===== config.mk =====
export PLATFORM = sky130hd
export DESIGN_NAME = led_channel_pwm_pump_ctrl
export DESIGN_NICKNAME = d
export VERILOG_FILES = /design/src/led_pwm_pkg.sv /design/src/log_level_dac.sv /design/src/led_channel_pwm_pump_ctrl.sv
export SDC_FILE = /design/constraint.sdc
export NUM_CORES = 1
export LEC_CHECK = 0
export BUFFER_PORTS_ARGS = -buffer_cell sky130_fd_sc_hd__buf_2
export CORE_MARGIN = 10
export CORE_UTILIZATION = 55
export CTS_BUF_LIST = sky130_fd_sc_hd__clkbuf_16
export DETAILED_ROUTE_END_ITERATION = 10
export PLACE_DENSITY = 0.83
export REMOVE_ABC_BUFFERS = 1
export SYNTH_ARGS = -nofsm -noshare
export SYNTH_HDL_FRONTEND = slang
export SYNTH_HIERARCHICAL = 1
export SYNTH_SLANG_ARGS = --single-unit

===== constraint.sdc =====
create_clock -name clock -period 4.65 [get_ports clock]
set_input_delay 0.465 -clock clock [delete_from_list [all_inputs] [get_ports clock]]
set_output_delay 0.465 -clock clock [all_outputs]
set_load 0.005 [all_outputs]

===== src/led_pwm_pkg.sv =====
package led_pwm_pkg;

  // ==========================================================
  // channel geometry
  localparam int NumChannels = 8;
  localparam int LevelWidth = 5;
  localparam int DutyWidth = 6;
  localparam int CodeWidth = 8;
  localparam int CurrentWidth = 10;

  // ==========================================================
  // timing
  localparam int ClockKhz = 40000;
  localparam int PwmPeriodNs = 575000;
  localparam int PwmSteps = 64;
  // cycles per pwm step, rounded down: 359
  localparam int StepCycles = (PwmPeriodNs / 25) / PwmSteps;
  localparam int StepCountWidth = 9;
  localparam int IdleEntryMs = 5;
  localparam int IdleEntryCycles = IdleEntryMs * ClockKhz;
  localparam int WakeMaxUs = 1000;
  localparam int WakeCycles = (WakeMaxUs * ClockKhz) / 1000;
  localparam int SettleUs = 50;
  localparam int SettleCycles = (SettleUs * ClockKhz) / 1000;
  localparam int TimerWidth = 18;

  // ==========================================================
  // global update commands on the control bits
  localparam logic [2:0] CmdUpdate = 3'h0;
  localparam logic [2:0] CmdWriteUpdate = 3'h2;

  // ==========================================================
  // charge pump gain modes, gray along the step-up path
  typedef enum logic [1:0] {
    PumpX1 = 2'h0,
    PumpX133 = 2'h1,
    PumpX15 = 2'h3,
    PumpX2 = 2'h2
  } pump_mode_t;

  // log current table, full scale code 31 maps to 1023
  localparam logic [CurrentWidth-1:0] ZeroScaleCurrent = 10'h01D;

endpackage


===== src/log_level_dac.sv =====
`timescale 1ns/1ps
module log_level_dac
  import led_pwm_pkg::*;
(
  input wire logic [LevelWidth-1:0] levelCode,
  output logic [CurrentWidth-1:0] currentSet
);

  // ==========================================================
  // logarithmic code to current, roughly 12.2 % per step
  always_comb begin
    case (levelCode)
      5'h00: currentSet = ZeroScaleCurrent;
      5'h01: currentSet = 10'h020;
      5'h02: currentSet = 10'h024;
      5'h03: currentSet = 10'h029;
      5'h04: currentSet = 10'h02E;
      5'h05: currentSet = 10'h033;
      5'h06: currentSet = 10'h039;
      5'h07: currentSet = 10'h040;
      5'h08: currentSet = 10'h048;
      5'h09: currentSet = 10'h051;
      5'h0A: currentSet = 10'h05B;
      5'h0B: currentSet = 10'h066;
      5'h0C: currentSet = 10'h072;
      5'h0D: currentSet = 10'h080;
      5'h0E: currentSet = 10'h090;
      5'h0F: currentSet = 10'h0A1;
      5'h10: currentSet = 10'h0B5;
      5'h11: currentSet = 10'h0CB;
      5'h12: currentSet = 10'h0E4;
      5'h13: currentSet = 10'h100;
      5'h14: currentSet = 10'h11F;
      5'h15: currentSet = 10'h142;
      5'h16: currentSet = 10'h169;
      5'h17: currentSet = 10'h195;
      5'h18: currentSet = 10'h1C6;
      5'h19: currentSet = 10'h1FD;
      5'h1A: currentSet = 10'h23A;
      5'h1B: currentSet = 10'h27F;
      5'h1C: currentSet = 10'h2CC;
      5'h1D: currentSet = 10'h322;
      5'h1E: currentSet = 10'h384;
      default: currentSet = 10'h3FF;
    endcase
  end

endmodule


===== src/led_channel_pwm_pump_ctrl.sv =====
// Function
// - eight channels, each with its own 5-bit level code to a DAC
// - level codes map to currents on a logarithmic scale
// - code 31 is full scale, code 0 is minimum nonzero current
// - each channel has its own 6-bit duty code
// - pwm period about 575 us, on time is duty code / 64 times period
// - pump starts in 1x after reset and stays while regulated
// - pump mode chosen from headroom of active channels only
// - from 1x, lost regulation in an active channel moves to 1.33x
// - from 1.33x, lost regulation steps up to 1.5x
// - from 1.5x, lost regulation steps up to 2x
// - in boosted modes, 1x sufficiency returns directly to 1x
// - low power after about 5 ms with outputs off and bus idle
// - addressed bus traffic wakes the device within 1 ms
// - written level and duty are held until a global update
// - global update applies on/off mask with level and duty
`timescale 1ns/1ps
module led_channel_pwm_pump_ctrl
  import led_pwm_pkg::*;
(
  input wire logic clock,
  input wire logic rstn,
  input wire logic regWrite,
  input wire logic [2:0] regChannel,
  input wire logic writeLevel,
  input wire logic writeDuty,
  input wire logic writeAllLevels,
  input wire logic writeAllDuties,
  input wire logic writeOnMask,
  input wire logic [CodeWidth-1:0] regData,
  input wire logic cmdValid,
  input wire logic [2:0] cmdBits,
  input wire logic busAddressed,
  input wire logic [NumChannels-1:0] sinkRegulated,
  input wire logic [NumChannels-1:0] unityHeadroomOk,
  output logic [NumChannels-1:0] current_sink_outputs,
  output logic [NumChannels*CurrentWidth-1:0] sinkCurrentSet,
  output pump_mode_t pump_output_rail,
  output logic lowPower,
  output logic [NumChannels-1:0] activeMask
);

  // ==========================================================
  // pin synchronisers for analog comparator flags
  logic [NumChannels-1:0] regMeta_q, regSync_q;
  logic [NumChannels-1:0] headMeta_q, headSync_q;

  // two flops before any use
  always_ff @(posedge clock or negedge rstn) begin
    if (!rstn) begin
      regMeta_q <= '1;
      regSync_q <= '1;
      headMeta_q <= '0;
      headSync_q <= '0;
    end else begin
      regMeta_q <= sinkRegulated;
      regSync_q <= regMeta_q;
      headMeta_q <= unityHeadroomOk;
      headSync_q <= headMeta_q;
    end
  end

  // ==========================================================
  // shadow and active setting registers
  logic [LevelWidth-1:0] levelShadow_q [NumChannels];
  logic [LevelWidth-1:0] levelShadow_d [NumChannels];
  logic [DutyWidth-1:0] dutyShadow_q [NumChannels];
  logic [DutyWidth-1:0] dutyShadow_d [NumChannels];
  logic [LevelWidth-1:0] levelLive_q [NumChannels];
  logic [LevelWidth-1:0] levelLive_d [NumChannels];
  logic [DutyWidth-1:0] dutyLive_q [NumChannels];
  logic [DutyWidth-1:0] dutyLive_d [NumChannels];
  logic [NumChannels-1:0] maskShadow_q, maskShadow_d;
  logic [NumChannels-1:0] maskLive_q, maskLive_d;
  logic globalUpdate;

  // update on command 000 or 010
  assign globalUpdate = cmdValid &&
    (cmdBits == CmdUpdate || cmdBits == CmdWriteUpdate);

  // shadow writes, then copy to live on update
  always_comb begin
    maskShadow_d = maskShadow_q;
    maskLive_d = maskLive_q;
    if (regWrite && writeOnMask) begin
      maskShadow_d = regData;
    end
    for (int i = 0; i < NumChannels; i++) begin
      levelShadow_d[i] = levelShadow_q[i];
      dutyShadow_d[i] = dutyShadow_q[i];
      if (regWrite && (writeAllLevels ||
          (writeLevel && regChannel == i[2:0]))) begin
        levelShadow_d[i] = regData[LevelWidth-1:0];
      end
      if (regWrite && (writeAllDuties ||
          (writeDuty && regChannel == i[2:0]))) begin
        dutyShadow_d[i] = regData[DutyWidth-1:0];
      end
      levelLive_d[i] = levelLive_q[i];
      dutyLive_d[i] = dutyLive_q[i];
      if (globalUpdate) begin
        levelLive_d[i] = levelShadow_d[i];
        dutyLive_d[i] = dutyShadow_d[i];
      end
    end
    if (globalUpdate) begin
      maskLive_d = maskShadow_d;
    end
  end

  // setting registers
  always_ff @(posedge clock or negedge rstn) begin
    if (!rstn) begin
      maskShadow_q <= '0;
      maskLive_q <= '0;
      for (int i = 0; i < NumChannels; i++) begin
        levelShadow_q[i] <= '0;
        dutyShadow_q[i] <= '0;
        levelLive_q[i] <= '0;
        dutyLive_q[i] <= '0;
      end
    end else begin
      maskShadow_q <= maskShadow_d;
      maskLive_q <= maskLive_d;
      for (int i = 0; i < NumChannels; i++) begin
        levelShadow_q[i] <= levelShadow_d[i];
        dutyShadow_q[i] <= dutyShadow_d[i];
        levelLive_q[i] <= levelLive_d[i];
        dutyLive_q[i] <= dutyLive_d[i];
      end
    end
  end

  // ==========================================================
  // shared pwm timebase
  logic [StepCountWidth-1:0] stepDiv_q, stepDiv_d;
  logic [DutyWidth-1:0] pwmCount_q, pwmCount_d;
  logic stepTick;

  assign stepTick = (stepDiv_q == StepCountWidth'(StepCycles - 1));

  // step enable and 64-step counter, frozen in low power
  always_comb begin
    stepDiv_d = stepDiv_q;
    pwmCount_d = pwmCount_q;
    if (!lowPower) begin
      stepDiv_d = stepTick ? '0 : stepDiv_q + 1'b1;
      if (stepTick) begin
        pwmCount_d = pwmCount_q + 1'b1;
      end
    end
  end

  // timebase registers
  always_ff @(posedge clock or negedge rstn) begin
    if (!rstn) begin
      stepDiv_q <= '0;
      pwmCount_q <= '0;
    end else begin
      stepDiv_q <= stepDiv_d;
      pwmCount_q <= pwmCount_d;
    end
  end

  // ==========================================================
  // per channel output and dac
  logic [NumChannels-1:0] sinkOn_d, sinkOn_q;

  generate
    for (genvar ch = 0; ch < NumChannels; ch++) begin : gChan
      // on while counter is below duty code
      assign sinkOn_d[ch] = maskLive_q[ch] &&
        (pwmCount_q < dutyLive_q[ch]);
      log_level_dac uDac (
        .levelCode(levelLive_q[ch]),
        .currentSet(sinkCurrentSet[ch*CurrentWidth +: CurrentWidth])
      );
    end
  endgenerate

  // output flops
  always_ff @(posedge clock or negedge rstn) begin
    if (!rstn) begin
      sinkOn_q <= '0;
    end else begin
      sinkOn_q <= sinkOn_d;
    end
  end

  assign current_sink_outputs = sinkOn_q;
  assign activeMask = maskLive_q;

  // ==========================================================
  // charge pump mode sequencer
  pump_mode_t mode_q, mode_d;
  logic [TimerWidth-1:0] settle_q, settle_d;
  logic lostReg, unityOk;

  // only active channels count
  assign lostReg = |(maskLive_q & ~regSync_q);
  assign unityOk = &(headSync_q | ~maskLive_q);

  // step up or fall back after a settling dwell
  always_comb begin
    mode_d = mode_q;
    settle_d = settle_q;
    if (settle_q != '0) begin
      settle_d = settle_q - 1'b1;
    end else begin
      case (mode_q)
        PumpX1: begin
          if (lostReg) begin
            mode_d = PumpX133;
          end
        end
        PumpX133: begin
          if (unityOk) begin
            mode_d = PumpX1;
          end else if (lostReg) begin
            mode_d = PumpX15;
          end
        end
        PumpX15: begin
          if (unityOk) begin
            mode_d = PumpX1;
          end else if (lostReg) begin
            mode_d = PumpX2;
          end
        end
        PumpX2: begin
          if (unityOk) begin
            mode_d = PumpX1;
          end
        end
        default: mode_d = PumpX1;
      endcase
      if (mode_d != mode_q) begin
        settle_d = TimerWidth'(SettleCycles);
      end
    end
  end

  // pump registers, 1x at reset
  always_ff @(posedge clock or negedge rstn) begin
    if (!rstn) begin
      mode_q <= PumpX1;
      settle_q <= '0;
    end else begin
      mode_q <= mode_d;
      settle_q <= settle_d;
    end
  end

  assign pump_output_rail = mode_q;

  // ==========================================================
  // low power entry timer
  logic [TimerWidth-1:0] idle_q, idle_d;
  logic lowPower_q, lowPower_d;

  // count idle time, wake at once on addressed traffic
  always_comb begin
    idle_d = idle_q;
    lowPower_d = lowPower_q;
    if (busAddressed || maskLive_q != '0) begin
      idle_d = '0;
      lowPower_d = 1'b0;
    end else if (idle_q == TimerWidth'(IdleEntryCycles - 1)) begin
      lowPower_d = 1'b1;
    end else begin
      idle_d = idle_q + 1'b1;
    end
  end

  // idle registers
  always_ff @(posedge clock or negedge rstn) begin
    if (!rstn) begin
      idle_q <= '0;
      lowPower_q <= 1'b0;
    end else begin
      idle_q <= idle_d;
      lowPower_q <= lowPower_d;
    end
  end

  assign lowPower = lowPower_q;

endmodule


* Yosys cells after proc, flatten, opt, wreduce, memory -nomap -nowiden
Memory sizes are Yosys's and may differ from the RTL's.
Index checks and enable logic that the tools add are counted.
W data, S select, Z words.
** Cells by class
- Bitwise operators :: 5
- Equality and inequality tests :: 15
- Magnitude comparators :: 8
- Mux-type cells :: 32
- Reduce and logical (&&, ||, !) cells :: 70
- $add $sub $neg :: 4
** Operators with widths (count)
- $mux W18 :: 4
- $lt A6 B6 Y1 :: 8
- $mux W6 :: 8
- $logic_and A1 B1 Y1 :: 42
- $mux W5 :: 8
- $add A18 B1 Y18 const B :: 1
- $eq A18 B18 Y1 const B :: 1
- $logic_or A1 B1 Y1 :: 18
- $reduce_bool A18 Y1 :: 1
- $sub A18 B1 Y18 const B :: 1
- $not A8 Y8 :: 2
- $mux W2 :: 7
- $eq A3 B3 Y1 const B :: 4
- $add A9 B1 Y9 const B :: 1
- $eq A3 B2 Y1 const B :: 3
- $eq A9 B9 Y1 const B :: 1
- $mux W9 :: 1
- $and A8 B8 Y8 :: 1
- $mux W8 :: 1
- $or A8 B8 Y8 :: 1
- $pmux W2 S4 :: 1
- $reduce_and A8 Y1 :: 1
- $reduce_bool A8 Y1 :: 1
- $reduce_or A8 Y1 :: 1
- other kinds (12) :: 16
** Word-level totals
- Bits of input ports :: 40
- Output and inout bits :: 99
- Memories kept :: 8
- Word-level logic and storage cells :: 187
- Bits in read-only memories :: 2560
- Flip-flop bits (word level) :: 286
** Memory list
- (no name shown) :: depth 32, bits a word 10, read ports 1, clocked after Yosys merged registers in 0, wr ports 0, line log_level_dac.sv:12 : case (levelCode)
- (no name shown) :: depth 32, bits a word 10, read ports 1, clocked after Yosys merged registers in 0, wr ports 0, line log_level_dac.sv:12
- (no name shown) :: depth 32, bits a word 10, read ports 1, clocked after Yosys merged registers in 0, wr ports 0, line log_level_dac.sv:12
- (no name shown) :: depth 32, bits a word 10, read ports 1, clocked after Yosys merged registers in 0, wr ports 0, line log_level_dac.sv:12
- (no name shown) :: depth 32, bits a word 10, read ports 1, clocked after Yosys merged registers in 0, wr ports 0, line log_level_dac.sv:12
- (no name shown) :: depth 32, bits a word 10, read ports 1, clocked after Yosys merged registers in 0, wr ports 0, line log_level_dac.sv:12
- 2 more memories

* Depth between registers and ports, before layout
- Depth in word-level cells :: 10
- Depth in mapped cells :: 8
- Mapped depth without buffers :: 7

* Hierarchy
The synthesis kept the hierarchy.
** Modules (own cells, without submodules)
- led_channel_pwm_pump_ctrl :: area each 12066.6 µm², times used 1, sequential area each 7176.9 µm², cells each 918
- log_level_dac at gChan[2].uDac ... :: area each 618.1 µm², times used 6, sequential area each 0.0 µm², cells each 97
- log_level_dac at gChan[0].uDac :: area each 718.2 µm², times used 1, sequential area each 0.0 µm², cells each 93
- log_level_dac at gChan[1].uDac :: area each 573.0 µm², times used 1, sequential area each 0.0 µm², cells each 83

* Least setup slack after synthesis
No wires, ideal clock.
- Path kind :: reg-to-output
- Start point :: register levelLive_q[31] (netlist bit)
- End point :: output port sinkCurrentSet[15]
- Path buffers :: 1
- Setup slack :: 2.565 ns
- Stages on the path, launching flop included :: 6
- Arrival :: 1.620 ns
- Required time :: 4.185 ns
- Cell sequence :: dfrtp_1 inv_1 ha_1 buf_2 mux4_2 a21oi_1
** Between the ends
- Word-level cells in the longest chain between the ends :: 1
** Ends and longest elaborated chain
- start: declaration :: line led_channel_pwm_pump_ctrl.sv:69 : logic [LevelWidth-1:0] levelLive_q [NumChannels];
- start signal: indexed assignment :: line led_channel_pwm_pump_ctrl.sv:128 : levelLive_q[i] <= levelLive_d[i];
- $mem_v2 Z32 W10
- end: declaration :: line led_channel_pwm_pump_ctrl.sv:37 : output logic [NumChannels*CurrentWidth-1:0] sinkCurrentSet,
No other way between the ends.

* Worst setup path in the final report
- Start point :: register levelLive_q[36] (netlist bit)
- End point :: output port sinkCurrentSet[4]
The elaborated chain is that of the path after synthesis.

==> summary.md <==
| Metric | Value |
|---|---|
| Share of flip-flops with an asynchronous set or reset after synthesis | `1.000` |
| Overall via count from detail_route | `12,670` |
| Commonest register cell after synthesis | `sky130_fd_sc_hd__dfrtp_1` |
| PostCTS Resize Cnt | `0` |
| Sink Count | `286` |
| Number of post-CTS setup repair buffers | `0` |
| Violated checks | `hold timing` |
| Net total in the final layout | `1,892` |
| Aggregate global routing overflow | `0` |
| Net Sw Power | `3.266 mW` |
| TritonCTS buffer count | `28` |
| Total leakage power | `8.534 nW` |
| Internal power of the cells | `5.921 mW` |
| H-Tree Level Count | `1` |
| Nature of the critical path startpoint | `flop` |
| Peak VDD IR | `0.3717 mV` |
| Top post-synthesis cells by count | `sky130_fd_sc_hd__dfrtp_1 (270), sky130_fd_sc_hd__mux2_2 (187), sky130_fd_sc_hd__o21ai_0 (113)` |
| Skew-Pair Late Insertion Delay | `0.54 ns` |
| Total I/O pin count | `139` |
| Routed length per placed instance | `17.40 um` |
| Result of the run | `finished, violations left` |
| Layout overhead on the synthesized area | `9.127%` |
| TritonCTS clock tree | `yes` |
| Area fraction of the dominant cell type after synthesis | `0.3959` |
| Core Rows | `64` |
| Number of flops mapped to enable cells by yosys | `0` |
| Final number of hold-violating endpoints | `7` |
| Cell variety after synth | `84` |
| Switch share | `0.3556` |
| Reg power frac | `0.385` |
| Pwr Density | `493.3 mW/mm^2` |
| Initial standard-cell utilization of the core | `0.5579` |
| Max Root-Sink Buffers | `3` |
| Part of the cycle the worst path needs | `0.6441` |
| Area of the die | `0.03847 mm^2` |
| Highest clock frequency the design can meet | `333.9 MHz` |
| Final wirelength | `37,640 um` |
| Kind of critical path | `flop to primary output` |
| Clock slew seen by the registers of the worst setup and hold paths | `0.06 ns` |
| Worst hold slack across all endpoints | `-0.04325 ns` |
| Part of the power in combinational logic | `0.353` |
| Required @ worst endpoint | `4.18 ns` |
| Fraction of final layout cells sized beyond drive strength 1 | `0.2436` |
| Final number of setup-violating endpoints | `0` |
| Iteration-0 DRC Markers | `916` |
| Wire length of the first global-routing pass | `62,560 um` |
| Setup skew after layout | `0.008002 ns` |
| Via count of the first global-routing pass | `12,560` |
| Area leader, netlist | `sky130_fd_sc_hd__dfrtp_1` |
| Initial DRT Pass Iterations | `5` |
| Area of the core | `0.03059 mm^2` |
| Actual slew at the worst max-slew pin | `1.047 ns` |
| Worst hold-check path type | `primary input to asynchronous set/reset pin` |
| Overall die height | `196.2 um` |
| Weighted congestion reported at the end of routability-driven placement | `0.8779` |
| Post-synthesis instance area | `0.01707 mm^2` |
| Quantity of I/O buffers inserted on ports | `137` |
| Horizontal die dimension | `196.2 um` |
| Top cells by area in the synthesized netlist | `sky130_fd_sc_hd__dfrtp_1 (40%), sky130_fd_sc_hd__mux2_2 (12%), sky130_fd_sc_hd__ha_1 (8.0%), sky130_fd_sc_hd__o21ai_0 (3.3%), sky130_fd_sc_hd__dfstp_2 (2.5%)` |
| Clock power frac | `0.262` |
| Final cell area excluding filler cells | `0.01862 mm^2` |
| Yosys Warn Count | `6` |
| Mean number of vias per cell | `5.858` |
| Share of synthesized area occupied by flip-flops and latches | `0.4205` |
| Final Max Slew Viols | `0` |
| CP endpoint kind | `primary output` |
| Antenna violations before repair | `2` |
| All-Layer GR Usage | `0.1887` |
| Post-route minimum period | `2.995 ns` |
| Unrepaired setup endpoints after global routing | `no` |
| DP HPWL | `24,700 um` |
| Final ANT Viol Nets | `0` |
| CTS Root Cell | `sky130_fd_sc_hd__clkbuf_16` |
| Most repeated cell in the gate-level netlist after synthesis | `sky130_fd_sc_hd__dfrtp_1` |
| Total negative slack for setup checks | `0 ns` |
| Maximum number of pins on one net before global-route repair | `121` |
| Data arrival time at the worst-slack endpoint | `2.53 ns` |
| Worst slew margin | `0.3017` |
| Placement-stage cell area | `0.01762 mm^2` |
| Critical-path maximum fanout | `10` |
| Cell count after synthesis | `1,676` |
| Share of the core filled with cells in the final layout | `0.6088` |
| Post-synthesis area per instance | `10.18 um^2` |
| Max Cap Viol | `0` |
| Post-layout instance count excluding filler cells | `2,163` |
| Number of placed cells counting well taps | `2,109` |
| Hold buffer count at cts | `0` |
| Total of flip-flops plus latches after synthesis | `286` |
| Number of remaining DRC errors | `0` |
state kept, by name, indices dropped and copies added (netlist names):
register and cells:
dutyShadow_q 48, dutyLive_q 48, levelLive_q 40, stepDiv_q 9
current_sink_outputs 8, headSync_q 8, idle_q 18, maskShadow_q 8
levelShadow_q 40, settle_q 18, lowPower 1, pwmCount_q 6
regMeta_q 8, regSync_q 8, pump_output_rail 2, activeMask 8
headMeta_q 8
worst paths after layout:
path | startpoint | to | slack [ns] | cells after the start
setup / recovery | levelLive_q[36] | sinkCurrentSet[4] | 1.65 | 6
hold / removal | rstn | settle_q[1] | -0.04 | 1
setup reg to reg | settle_q[0] | settle_q[10] | 2.12 | 7
hold reg to reg | headMeta_q[2] | headSync_q[2] | 0.35 | 0
max in group asynchronous | rstn | regSync_q[7] | 3.57 | 2
min in group clock | sinkRegulated[5] | regMeta_q[5] | 0.02 | 1
final cells by class:
type | count | area [um^2]
Fill cell | 2396 | 11970
Multi-Input combinational cell | 1190 | 8840
Sequential cell | 286 | 7177
Timing Repair Buffer | 141 | 750.7
Clock buffer | 29 | 725.7
Tap cell | 396 | 495.5
Inverter | 96 | 360.3
Clock inverter | 23 | 270.3
Antenna cell | 2 | 5.005
worst max-delay path, cell delays in order, from the launching register on:
cell and delay, ns:
sky130_fd_sc_hd__dfrtp_1 0.53, sky130_fd_sc_hd__inv_1 0.20, sky130_fd_sc_hd__ha_1 0.46, sky130_fd_sc_hd__nand2b_1 0.22, sky130_fd_sc_hd__a311o_1 0.39, sky130_fd_sc_hd__o211ai_2 0.06
sky130_fd_sc_hd__buf_2 0.13
per-stage QoR:
| stage | power [mW] | hold WS, ns | setup WS [ns] |
|---|---|---|---|
| 5_1_grt | 9.822 | 0.003251 | 1.536 |
| 3_3_place_gp | 6.608 | 0.3334 | 2.140 |
| 4_1_cts | 9.235 | 0.003817 | 1.652 |
| 3_5_place_dp | 6.785 | 0.3347 | 2.110 |
| 2_1_floorplan | 5.637 | 0.1694 | -3.953 |
| 6_report | 9.187 | -0.04325 | 1.655 |
cells by family (layout without fill, tap and decap cells):
kind of cell / Yosys count / in the layout / synth area share
and+or+nand+nor: 422 / 422 / 0.1249
AOI/OAI and AO/OA: 415 / 415 / 0.1569
DFF: 286 / 286 / 0.4205
muxes: 202 / 202 / 0.1344
buffers and inverters: 200 / 289 / 0.06180
adders and majority gates: 109 / 109 / 0.07991
xor gates and xnor gates: 42 / 42 / 0.02155
other: 0 / 2 / 0
per-layer routing:
metal | share of wire | GRT usage | up-vias | wire (um)
li1 | - | - | 6094 | -
met1 | 0.43 | 0.2412 | 6197 | 16310
met2 | 0.50 | 0.3310 | 322 | 18770
met3 | 0.049 | 0.02660 | 55 | 1835
met4 | 0.019 | 0.04129 | 2 | 708
met5 | 0.00021 | 0 | - | 8
power by group through the flow:
stage	clock [mW]	combinational (mW)	sequential [mW]
global placement	0	3.09	3.52
floorplan	0	2.25	3.39
global route	2.55	3.64	3.63
CTS	2.45	3.26	3.53
detailed placement	0	3.22	3.57
finish	2.41	3.25	3.53
cell usage in the layout, fill, tap and decap left out, drive strengths merged, types with 18 or more instances in the layout:
cell	count
nor2	96
dfrtp	270
xnor2	21
o21ai	154
nand2b	63
nand2	108
inv	98
clkbuf	29
a21o	30
ha	109
nor3	32
buf	141
nand3	34
xor2	21
mux2	187
a21oi	77
o211ai	18
No activity file was read; power rests on OpenSTA's default activity.
